### src/logic/oct_defs.vh
// constants for the output contact test override block
// assumes byte addresses on a 32-bit avalon-mm slave port
// Function
// - whole output group can be disabled
// - timed disable ends when timer expires
// - permanent disable holds until withdrawn
// - zone interlock and supervision never disabled
// - disable needs unlatched, no hold, control, command
// - timed force ends when timer expires
// - permanent force holds until withdrawn
// - single and group force; group wins
// - disabled contact ignores any force
// - force needs not disabled plus command
// - manual trip command driven out
`ifndef OCT_DEFS_VH
`define OCT_DEFS_VH

// register byte offsets
`define OCT_CTRL_OFF 8'h00
`define OCT_DIS_APPLY_OFF 8'h04
`define OCT_DIS_WITHDRAW_OFF 8'h08
`define OCT_DIS_PERM_OFF 8'h0c
`define OCT_DIS_TIME_OFF 8'h10
`define OCT_FSGL_APPLY_OFF 8'h14
`define OCT_FGRP_APPLY_OFF 8'h18
`define OCT_FSGL_WITHDRAW_OFF 8'h1c
`define OCT_FGRP_WITHDRAW_OFF 8'h20
`define OCT_FORCE_PERM_OFF 8'h24
`define OCT_FORCE_TIME_OFF 8'h28
`define OCT_FSGL_POS_OFF 8'h2c
`define OCT_FGRP_POS_OFF 8'h30
`define OCT_STATUS_OFF 8'h34
`define OCT_DISARMED_OFF 8'h38

// control register fields
`define OCT_CTRL_DIS_EN_BIT 0
`define OCT_CTRL_TRIP_BIT 1

// reset values and unmapped read value
`define OCT_CTRL_RST 32'h0000_0000
`define OCT_TIME_RST 32'h0000_0001
`define OCT_UNMAPPED_RD 32'h0000_0000

`endif

### src/logic/oct_timer.v
// one override timer: permanent or timed hold of an active flag
// assumes start and stop are one-cycle pulses on clk
`timescale 1ns/1ns
module oct_timer #(
    parameter CW = 32
) (
    input wire clk, // system clock
    input wire rst, // synchronous reset, active high
    input wire start, // apply command pulse
    input wire stop, // withdraw pulse
    input wire perm, // 1 permanent, 0 timed
    input wire [CW-1:0] dur, // duration in clock ticks
    output wire active // override in effect
);
    reg active_reg;
    reg active_next;
    reg perm_reg;
    reg perm_next;
    reg [CW-1:0] cnt_reg;
    reg [CW-1:0] cnt_next;

    assign active = active_reg;

    always @* begin
        active_next = active_reg;
        perm_next = perm_reg;
        cnt_next = cnt_reg;
        if (start) begin
            // start beats a stop in the same cycle
            active_next = 1'b1;
            perm_next = perm;
            cnt_next = (dur == {CW{1'b0}}) ? {{(CW-1){1'b0}}, 1'b1} : dur;
        end else if (stop) begin
            active_next = 1'b0;
        end else if (active_reg && !perm_reg) begin
            cnt_next = cnt_reg - {{(CW-1){1'b0}}, 1'b1};
            if (cnt_reg == {{(CW-1){1'b0}}, 1'b1})
                active_next = 1'b0;
        end
    end

    always @(posedge clk) begin
        if (rst) begin
            active_reg <= 1'b0;
            perm_reg <= 1'b0;
            cnt_reg <= {CW{1'b0}};
        end else begin
            active_reg <= active_next;
            perm_reg <= perm_next;
            cnt_reg <= cnt_next;
        end
    end
endmodule

### src/logic/oct_override.v
// test override between protection logic and relay output contacts
// assumes an avalon-mm master on clk and protection inputs synchronous to clk
//
// The implementer's own choices: the Avalon-MM interface to the registers and the address map.
`timescale 1ns/1ns
`include "oct_defs.vh"
module oct_override #(
    parameter GROUP_W = 8,
    parameter NUM_GROUPS = 2,
    parameter CW = 32,
    parameter [GROUP_W*NUM_GROUPS-1:0] EXEMPT_MASK = 16'h0000
) (
    input wire clk, // system clock
    input wire rst, // synchronous reset, active high
    input wire [7:0] avs_address, // byte address
    input wire avs_read, // read request
    input wire avs_write, // write request
    input wire [31:0] avs_writedata, // write data
    output wire [31:0] avs_readdata, // read data
    output wire avs_waitrequest, // stall, high until answer
    input wire [GROUP_W*NUM_GROUPS-1:0] prot_cmd, // protection drive per contact
    input wire [GROUP_W*NUM_GROUPS-1:0] out_latched, // contact latched
    input wire [GROUP_W*NUM_GROUPS-1:0] out_hold_running, // off-delay running
    input wire prot_trip, // protection trip command
    input wire zone_il_in, // zone interlock from protection
    input wire superv_in, // supervision contact drive
    output wire [GROUP_W*NUM_GROUPS-1:0] contact_drive, // relay contact coils
    output wire zone_il_out, // zone interlock output
    output wire superv_out, // supervision contact
    output wire trip_cmd_out // trip command to breaker
);
    localparam N_OUT = GROUP_W * NUM_GROUPS;

    // bus decode helper, used for the apply and withdraw command pulses
    function hit;
        input [7:0] addr;
        input [7:0] off;
        begin
            hit = (addr == off);
        end
    endfunction

    // bus handshake
    reg waitrequest_reg;
    reg [31:0] readdata_reg;
    reg [31:0] readdata_next;
    wire req = avs_read | avs_write;
    wire wr_go = avs_write & ~waitrequest_reg;

    // software registers
    reg [31:0] ctrl_reg;
    reg [NUM_GROUPS-1:0] dis_perm_reg;
    reg [CW-1:0] dis_time_reg;
    reg [1:0] force_perm_reg;
    reg [CW-1:0] force_time_reg;
    reg [N_OUT-1:0] fsgl_pos_reg;
    reg [NUM_GROUPS-1:0] fgrp_pos_reg;

    // command pulses into the timers
    wire [NUM_GROUPS-1:0] dis_start;
    wire [NUM_GROUPS-1:0] dis_stop;
    wire [NUM_GROUPS-1:0] fgrp_start;
    wire [NUM_GROUPS-1:0] fgrp_stop;
    wire [N_OUT-1:0] fsgl_start;
    wire [N_OUT-1:0] fsgl_stop;

    // timer states
    wire [NUM_GROUPS-1:0] dis_active;
    wire [NUM_GROUPS-1:0] fgrp_active;
    wire [N_OUT-1:0] fsgl_active;

    // contact state
    reg [N_OUT-1:0] disarmed_reg;
    reg [N_OUT-1:0] disarmed_next;
    reg [N_OUT-1:0] drive_reg;
    reg [N_OUT-1:0] drive_next;
    reg zone_il_reg;
    reg superv_reg;
    reg trip_reg;

    assign avs_waitrequest = waitrequest_reg;
    assign avs_readdata = readdata_reg;
    assign contact_drive = drive_reg;
    assign zone_il_out = zone_il_reg;
    assign superv_out = superv_reg;
    assign trip_cmd_out = trip_reg;

    // write pulses, taken at the edge where waitrequest is low
    assign dis_start = (wr_go && hit(avs_address, `OCT_DIS_APPLY_OFF)) ?
        avs_writedata[NUM_GROUPS-1:0] : {NUM_GROUPS{1'b0}};
    assign dis_stop = (wr_go && hit(avs_address, `OCT_DIS_WITHDRAW_OFF)) ?
        avs_writedata[NUM_GROUPS-1:0] : {NUM_GROUPS{1'b0}};
    assign fgrp_start = (wr_go && hit(avs_address, `OCT_FGRP_APPLY_OFF)) ?
        avs_writedata[NUM_GROUPS-1:0] : {NUM_GROUPS{1'b0}};
    assign fgrp_stop = (wr_go && hit(avs_address, `OCT_FGRP_WITHDRAW_OFF)) ?
        avs_writedata[NUM_GROUPS-1:0] : {NUM_GROUPS{1'b0}};
    assign fsgl_start = (wr_go && hit(avs_address, `OCT_FSGL_APPLY_OFF)) ?
        avs_writedata[N_OUT-1:0] : {N_OUT{1'b0}};
    assign fsgl_stop = (wr_go && hit(avs_address, `OCT_FSGL_WITHDRAW_OFF)) ?
        avs_writedata[N_OUT-1:0] : {N_OUT{1'b0}};

    // one disable timer and one group force timer per output group
    genvar g;
    generate
        for (g = 0; g < NUM_GROUPS; g = g + 1) begin : grp
            oct_timer #(.CW(CW)) dis_tmr (
                .clk(clk),
                .rst(rst),
                .start(dis_start[g]),
                .stop(dis_stop[g]),
                .perm(dis_perm_reg[g]),
                .dur(dis_time_reg),
                .active(dis_active[g])
            );
            oct_timer #(.CW(CW)) fgrp_tmr (
                .clk(clk),
                .rst(rst),
                .start(fgrp_start[g]),
                .stop(fgrp_stop[g]),
                .perm(force_perm_reg[1]),
                .dur(force_time_reg),
                .active(fgrp_active[g])
            );
        end
    endgenerate

    // one single force timer per contact
    genvar k;
    generate
        for (k = 0; k < N_OUT; k = k + 1) begin : sgl
            oct_timer #(.CW(CW)) fsgl_tmr (
                .clk(clk),
                .rst(rst),
                .start(fsgl_start[k]),
                .stop(fsgl_stop[k]),
                .perm(force_perm_reg[0]),
                .dur(force_time_reg),
                .active(fsgl_active[k])
            );
        end
    endgenerate

    // per contact disable and force resolution
    integer i;
    always @* begin
        disarmed_next = disarmed_reg;
        drive_next = drive_reg;
        for (i = 0; i < N_OUT; i = i + 1) begin
            // a contact already disabled stays so while its group is disabled and the control enable bit is set
            if (!dis_active[i / GROUP_W] || !ctrl_reg[`OCT_CTRL_DIS_EN_BIT] ||
                EXEMPT_MASK[i]) begin
                disarmed_next[i] = 1'b0;
            end else if (!out_latched[i] && !out_hold_running[i]) begin
                disarmed_next[i] = 1'b1;
            end
            if (disarmed_next[i]) begin
                drive_next[i] = drive_reg[i];
            end else if (fgrp_active[i / GROUP_W]) begin
                drive_next[i] = fgrp_pos_reg[i / GROUP_W];
            end else if (fsgl_active[i]) begin
                drive_next[i] = fsgl_pos_reg[i];
            end else begin
                drive_next[i] = prot_cmd[i];
            end
        end
    end

    // read mux
    always @* begin
        readdata_next = `OCT_UNMAPPED_RD;
        case (avs_address)
            `OCT_CTRL_OFF: readdata_next = ctrl_reg;
            `OCT_DIS_APPLY_OFF: readdata_next[NUM_GROUPS-1:0] = dis_active;
            `OCT_DIS_PERM_OFF: readdata_next[NUM_GROUPS-1:0] = dis_perm_reg;
            `OCT_DIS_TIME_OFF: readdata_next[CW-1:0] = dis_time_reg;
            `OCT_FSGL_APPLY_OFF: readdata_next[N_OUT-1:0] = fsgl_active;
            `OCT_FGRP_APPLY_OFF: readdata_next[NUM_GROUPS-1:0] = fgrp_active;
            `OCT_FORCE_PERM_OFF: readdata_next[1:0] = force_perm_reg;
            `OCT_FORCE_TIME_OFF: readdata_next[CW-1:0] = force_time_reg;
            `OCT_FSGL_POS_OFF: readdata_next[N_OUT-1:0] = fsgl_pos_reg;
            `OCT_FGRP_POS_OFF: readdata_next[NUM_GROUPS-1:0] = fgrp_pos_reg;
            `OCT_STATUS_OFF: readdata_next[N_OUT-1:0] = drive_reg;
            `OCT_DISARMED_OFF: readdata_next[N_OUT-1:0] = disarmed_reg;
            default: readdata_next = `OCT_UNMAPPED_RD;
        endcase
    end

    // bus slave: one wait cycle, then waitrequest low for one cycle
    always @(posedge clk) begin
        if (rst) begin
            waitrequest_reg <= 1'b1;
            readdata_reg <= 32'h0000_0000;
        end else begin
            if (req && waitrequest_reg) begin
                waitrequest_reg <= 1'b0;
                readdata_reg <= readdata_next;
            end else begin
                waitrequest_reg <= 1'b1;
            end
        end
    end

    // plain read/write registers
    always @(posedge clk) begin
        if (rst) begin
            ctrl_reg <= `OCT_CTRL_RST;
            dis_perm_reg <= {NUM_GROUPS{1'b0}};
            dis_time_reg <= `OCT_TIME_RST;
            force_perm_reg <= 2'h0;
            force_time_reg <= `OCT_TIME_RST;
            fsgl_pos_reg <= {N_OUT{1'b0}};
            fgrp_pos_reg <= {NUM_GROUPS{1'b0}};
        end else if (wr_go) begin
            case (avs_address)
                `OCT_CTRL_OFF: ctrl_reg <= {30'h0000_0000, avs_writedata[1:0]};
                `OCT_DIS_PERM_OFF: dis_perm_reg <= avs_writedata[NUM_GROUPS-1:0];
                `OCT_DIS_TIME_OFF: dis_time_reg <= avs_writedata[CW-1:0];
                `OCT_FORCE_PERM_OFF: force_perm_reg <= avs_writedata[1:0];
                `OCT_FORCE_TIME_OFF: force_time_reg <= avs_writedata[CW-1:0];
                `OCT_FSGL_POS_OFF: fsgl_pos_reg <= avs_writedata[N_OUT-1:0];
                `OCT_FGRP_POS_OFF: fgrp_pos_reg <= avs_writedata[NUM_GROUPS-1:0];
                default: ctrl_reg <= ctrl_reg;
            endcase
        end
    end

    // contact outputs
    always @(posedge clk) begin
        if (rst) begin
            disarmed_reg <= {N_OUT{1'b0}};
            drive_reg <= {N_OUT{1'b0}};
            zone_il_reg <= 1'b0;
            superv_reg <= 1'b0;
            trip_reg <= 1'b0;
        end else begin
            disarmed_reg <= disarmed_next;
            drive_reg <= drive_next;
            zone_il_reg <= zone_il_in;
            superv_reg <= superv_in;
            trip_reg <= prot_trip | ctrl_reg[`OCT_CTRL_TRIP_BIT];
        end
    end
endmodule

### config.mk
export PLATFORM = sky130hd
export DESIGN_NAME = oct_override
export DESIGN_NICKNAME = d
export VERILOG_FILES = /design/src/logic/oct_timer.v /design/src/logic/oct_override.v
export VERILOG_INCLUDE_DIRS = /design/src /design/src/logic
export SDC_FILE = /design/constraint.sdc
export NUM_CORES = 2
export LEC_CHECK = 0
export ABC_AREA = 1
export BUFFER_PORTS_ARGS = -buffer_cell sky130_fd_sc_hd__buf_4
export CORE_UTILIZATION = 26
export DETAILED_ROUTE_END_ITERATION = 7
export SYNTH_ARGS = -nofsm -noshare
export SYNTH_HDL_FRONTEND = slang
export SYNTH_HIERARCHICAL = 1
export SYNTH_SLANG_ARGS = --single-unit
### constraint.sdc
create_clock -name clk -period 5.9 [get_ports clk]
set_input_delay 0.295 -clock clk [delete_from_list [all_inputs] [get_ports clk]]
set_output_delay 0.295 -clock clk [all_outputs]
set_load 0.005 [all_outputs]
# Word-level counts from Yosys, hierarchy flattened
# Index checks and enable logic that the tools add are counted.
# W data, S select, Z words.
# classes
addsub,20
n_eq_ne,54
muxes,216
bitwise_logic,4
n_reduce_logical,210
# op_table
op,n
$mux W32,62
$eq A32 B1 Y1 const B,20
$sub A32 B1 Y32 const B,20
$mux W1,145
$reduce_bool A3 Y1,40
$reduce_and A2 Y1,47
$pmux W14 S6,1
$logic_not A32 Y1,2
$eq A8 B6 Y1 const B,7
$logic_not A1 Y1,55
$logic_and A1 B1 Y1,43
$ne A2 B2 Y1 const B,20
$reduce_bool A2 Y1,20
$eq A8 B5 Y1 const B,4
$mux W16,2
$pmux W16 S2,1
$pmux W2 S12,1
$eq A8 B4 Y1 const B,2
$eq A8 B3 Y1 const B,1
$logic_not A8 Y1,1
$mux W2,4
$logic_or A1 B1 Y1,2
$or A1 B1 Y1,2
$and A1 B1 Y1,1
$not A1 Y1,1
# word_totals
regBits,836
in_bits,95
out_inout_bits,52

# Longest topological paths before layout
# depth
depth_word,6
depth_mapped,17
depth_no_buf,13

# Modules after synthesis
# Netlist, hierarchy kept.
# by_module_without_submodules
mod,instances,cells_each,area_each_um2,seq_area_each_um2
oct_timer at sgl[13].fsgl_tmr ...,12,441,2650.0,680.7
oct_timer at grp[0].dis_tmr ...,8,439,2527.4,680.7
oct_override,1,946,6952.9,3123.0

# Worst setup path after synthesis
# OpenSTA, ideal clock, no wires.
# synth_path
path_type,input port to flip-flop
startpoint,input port avs_address[6]
endpoint,register sgl[10].fsgl_tmr.cnt_reg[6]
setup_time_ns,0.109
t_arrival_ns,2.139
required_ns,5.791
slack_ns,3.652
stages,17
path_buffers,5
path_cell_list,inv_1 -> nand2_2 -> nor2_4 -> buf_4 -> nand3_2 -> buf_2 -> nor2_1 -> inv_2 -> buf_6 -> nand2_2 -> nand2_4 -> inv_2 -> buf_6 -> buf_4 -> nand3_1 -> nand2_1 -> inv_1
# synth_via
elab_chain_cells,5
# synth_rtl
element,line_no,source
"start, declared",oct_override.v:15,"input wire [7:0] avs_address,"
$eq A8 B5 Y1 *,oct_override.v:39,hit = (addr == off);
$logic_and A1 B1 Y1 *,oct_override.v:97,"assign fsgl_start = (wr_go && hit(avs_address, `OCT_FSGL_APPLY_OFF)) ?"
$mux W16 *,oct_override.v:97,
named net fsgl_start[10],oct_override.v:64,wire [N_OUT-1:0] fsgl_start;
$ne A2 B2 Y1 (no source line) or $reduce_bool A2 Y1 (tied branches),n/a,
$reduce_and A2 Y1 (no source line),n/a,
"end signal, assigned",oct_timer.v:46,cnt_reg <= {CW{1'b0}};
"end signal, assigned",oct_timer.v:50,cnt_reg <= cnt_next;
"end, declared",oct_timer.v:19,reg [CW-1:0] cnt_reg;
# The timed path passes the listed nets; every way through them passes the cells marked *.
# A chain may end at the register's enable or synchronous reset.

# Worst setup path in the final report
# layout_path
startpoint,"register waitrequest_reg, in the netlist avs_waitrequest"
endpoint,register sgl[2].fsgl_tmr.cnt_reg[3]
# layout_via
elab_chain_cells,6
# layout_rtl
element,line_no,source
"start, declared",oct_override.v:44,reg waitrequest_reg;
"start signal, assigned",oct_override.v:191,waitrequest_reg <= 1'b1;
"start signal, assigned",oct_override.v:195,waitrequest_reg <= 1'b0;
"start signal, assigned",oct_override.v:198,waitrequest_reg <= 1'b1;
$not A1 Y1 *,oct_override.v:48,wire wr_go = avs_write & ~waitrequest_reg;
$and A1 B1 Y1 *,oct_override.v:48,
$logic_and A1 B1 Y1 *,oct_override.v:97,
$mux W16 *,oct_override.v:97,
named net fsgl_start[2],oct_override.v:64,
$ne A2 B2 Y1 (no source line) or $reduce_bool A2 Y1 (tied branches),n/a,
$reduce_and A2 Y1 (no source line),n/a,
"end signal, assigned",oct_timer.v:46,
"end signal, assigned",oct_timer.v:50,
"end, declared",oct_timer.v:19,
# Marked as above.

==> flow_metrics.env <==
export IMPL_fmax_ghz=0.2308
export IMPL_cellLeakagePower_nw=33.29
export IMPL_numCtsBuffers=103
export IMPL_hold_viol=0
export IMPL_syn_area_um2=58970
export IMPL_cts_sinks=836
export IMPL_crit_family="buffers and inverters"
export IMPL_die_x_um=478.3
export IMPL_cp_start_kind="register"
export IMPL_synth_top_area_cell="dfxtp_1"
export IMPL_port_buffers=146
export IMPL_required_ns=6.51
export IMPL_drc_errors=22
export IMPL_clkTransAtPathRegs_ns=0.06
export IMPL_cts_resized=0
export IMPL_critPathCaptureType="register"
export IMPL_switching_share=0.2479
export IMPL_routed_wl_mm=236.4
export IMPL_rows=174
export IMPL_start_util=0.2620
export IMPL_yosys_area_share_simple=0.3928
export IMPL_clk_latency_ns=0.75
export IMPL_vias_per_cell=5.047
export IMPL_avgSynthCellArea_um2=6.048
export IMPL_switchingPower_mw=3.227
export IMPL_nets=9865
export IMPL_status="complete, but fails checks"
export IMPL_largest_reg_flops=512
export IMPL_cts_tree="done"
export IMPL_postCtsSetupBuffers=0
export IMPL_antenna_found_initial=7
export IMPL_syn2layout_area_growth_pct=12.80
export IMPL_synthFlopType="dfxtp_1"
export IMPL_grt_max_degree=121
export IMPL_cp_num_buf_inv=4
export IMPL_pwr_share_clk=0.518
export IMPL_vias=64650
export IMPL_critPathLaunch="avs_waitrequest"
export IMPL_synthesis_nets=9885
export IMPL_async_reset_ff_frac=0
export IMPL_die_y_um=478.3
export IMPL_synth_distinct_cells=42
export IMPL_rr_worst_depth=12
export IMPL_fin_skew_ns=0.03209
export IMPL_ys_ff_latch=836
export IMPL_slew_violations=0
export IMPL_ys_warnings_count=6
export IMPL_cts_buffer_depth=3
export IMPL_synth_xor_area_share=0.004753
export IMPL_synthCells=9750
export IMPL_wl_per_cell_um=18.45
export IMPL_die_area_um2=228700
export IMPL_worst_pin_slew_ns=1.162
export IMPL_arrival_ns=4.94
export IMPL_critPathSlowestCell="inv_2"
export IMPL_synth_edf_count=0
export IMPL_grt_first_pass_wirelength_mm=355.9
export IMPL_p_seq_frac=0.437
export IMPL_holdWs_ns=0.04691
export IMPL_pre_cts_ws_ns=1.609
export IMPL_critical_path_depth=12
export IMPL_min_from="out_latched[1]"
export IMPL_p_int_mw=9.789
export IMPL_crit_fanout=39
export IMPL_hold_depth=4
export IMPL_fin_tns_setup_ns=0
export IMPL_synth_top_area_share=0.2838
export IMPL_htreeDepth=3
export IMPL_ios=147
export IMPL_min_period_over_period=0.7345
export IMPL_min_path_type="primary input to register"
export IMPL_first_pass_iters=8
export IMPL_grt_overflow_total=0
export IMPL_grt_pass1_vias=58100
export IMPL_worstPathCellList="nor2_4 -> nand3_2 -> buf_4 -> nor2_2 -> buf_4 -> inv_2 -> nand2_1 -> nand2_2 -> inv_2 -> a22oi_1 -> a21oi_1 -> nor2_1"
export IMPL_rsz0062_at_grt="false"
export IMPL_drtIter0Drc=6780
export IMPL_dp_hpwl_mm=147.1
export IMPL_fin_ws_ns=1.567
export IMPL_cts_root_buf="clkbuf_16"
export IMPL_power_density_nw_per_um2=195.7
export IMPL_r2r_start="avs_waitrequest"
export IMPL_path_class="register to register"
export IMPL_yosys_area_share_adder=0.008487
export IMPL_drv_cap=0
export IMPL_combPwrFrac=0.045
export IMPL_finalSetupViolations=0
export IMPL_drive_above_1_share=0.1206
export IMPL_slew_headroom=0.2252
export IMPL_post_route_cell_area_um2=66520
export IMPL_synth_mux_area_frac=0
export IMPL_grtUsageTotal=0.1974
export IMPL_cpPeakStageDelay_ns=0.66
export IMPL_power_mw=13.02
export IMPL_violations="design-rule violations"
export IMPL_synth_area_leaders="dfxtp_1 28%, nand2_1 14%, nor2_1 9.9%"
export IMPL_synth_top_family_by_area="simple AND/OR/NAND/NOR gates"
export IMPL_place_congestion=0.9399
export IMPL_layout_min_cycle_time_ns=4.333
export IMPL_synth_seq_area_share=0.2838
export IMPL_ir_drop_v=0.0002148
export IMPL_design_core_area_um2=225100
export IMPL_placed_cell_area_um2=62460
export IMPL_synth_compound_area_frac=0.2148
export IMPL_ant_nets=0
worst min-delay path, stage by stage:
cell     delay [ns]
buf_4          0.08
nor2_1         0.06
o21ai_0        0.26
nor2_1         0.06
stage by stage:
stage            util  cells
3_3_place_gp   0.2775  12560
2_1_floorplan       -   9750
3_5_place_dp   0.2775  12560
5_1_grt        0.2955  12810
6_report       0.2955  12810
4_1_cts        0.2955  12810
cell families after synthesis:
group,after synthesis
AOI/OAI and AO/OA,2301
xor gates and xnor gates,32
adders and majority gates,40
buffers and inverters,1363
DFF,836
and+or+nand+nor,5178
cell usage after synthesis (11+ instances only):
master,instances
nand2_1,2274
nor2_1,1559
a21oi_1,1003
inv_1,878
dfxtp_1,836
o21ai_0,670
nand3_1,617
o21ai_1,238
clkbuf_1,205
nor2_2,185
nand2_2,159
nand4_1,134
inv_2,109
o21bai_1,92
a21oi_2,72
nor2_4,72
buf_2,64
buf_4,50
o22ai_1,47
nand2_4,43
a31oi_1,42
ha_1,40
nor3_1,36
o21bai_2,36
nand3_2,34
buf_6,32
xor2_1,32
buf_1,24
nor2_8,24
o211ai_1,24
a221oi_1,20
a22oi_1,20
o221ai_1,17
nand3_4,12
o21ai_2,12
and3_1,11
worst paths after layout:
kind	to	slack, ns
setup / recovery	sgl[2].fsgl_tmr/cnt_reg[3]	1.57
hold / removal	disarmed_reg[1]	0.05
setup reg to reg	sgl[2].fsgl_tmr/cnt_reg[3]	1.57
hold reg to reg	avs_readdata[0]	0.47
power by group through the flow:
stage	Combinational (mW)	Sequential [mW]	Clock, mW
6_report	0.589	5.69	6.74
5_1_grt	0.630	5.69	7.06
4_1_cts	0.579	5.69	6.86
3_5_place_dp	0.546	5.81	0
3_3_place_gp	0.544	5.81	0
2_1_floorplan	0.304	5.81	0
final cells by class:
cell class / count / area, um2
fillers: 25130 / 158600
multi-input cells: 7551 / 36670
flip-flops and latches: 836 / 16850
well taps: 2992 / 3744
inverters: 987 / 3707
clock buffers: 144 / 2954
repair buffers: 251 / 2042
clock inverters: 47 / 546.8
diodes: 2 / 5.005
layer usage:
| layer | vias up | track usage | part of all wire |
|---|---|---|---|
| met1 | 29730 | 0.2554 | 0.42 |
| met4 | 4 | 0.1096 | 0.057 |
| met5 | - | 0 | 0.00014 |
| met2 | 2540 | 0.3089 | 0.44 |
| li1 | 31810 | - | - |
| met3 | 566 | 0.03465 | 0.082 |
repair_timing:
action,CTS,global route
hold endpoints to repair,66,0
endpoints found under the setup margin,0,0
hold buffers,55,0
layout by cell type (no fill, tap or decap), types with 10 or more instances in the layout:
master	instances
dlygate4sd3_1	55
nor3_1	34
bufinv_16	10
a221oi_1	20
dfxtp_1	803
o211ai_1	24
clkbuf_1	21
nand4_1	134
o21ai_2	13
xor2_1	32
nand3_1	617
nand2_2	159
o21bai_2	36
o221ai_1	17
dfxtp_4	30
and3_1	11
inv_2	109
nor2_8	24
nor2_2	203
o21bai_1	92
a31oi_1	42
nor2_1	1541
nor2_4	72
nand2_4	43
inv_1	877
nand2_1	2274
ha_1	40
a22oi_1	20
o21ai_0	669
o21ai_1	238
a21oi_2	72
clkbuf_8	18
clkinv_2	22
a21oi_1	1003
clkbuf_16	105
o22ai_1	47
nand3_2	34
buf_4	194
nand3_4	12
No activity file was read; power rests on OpenSTA's default activity.
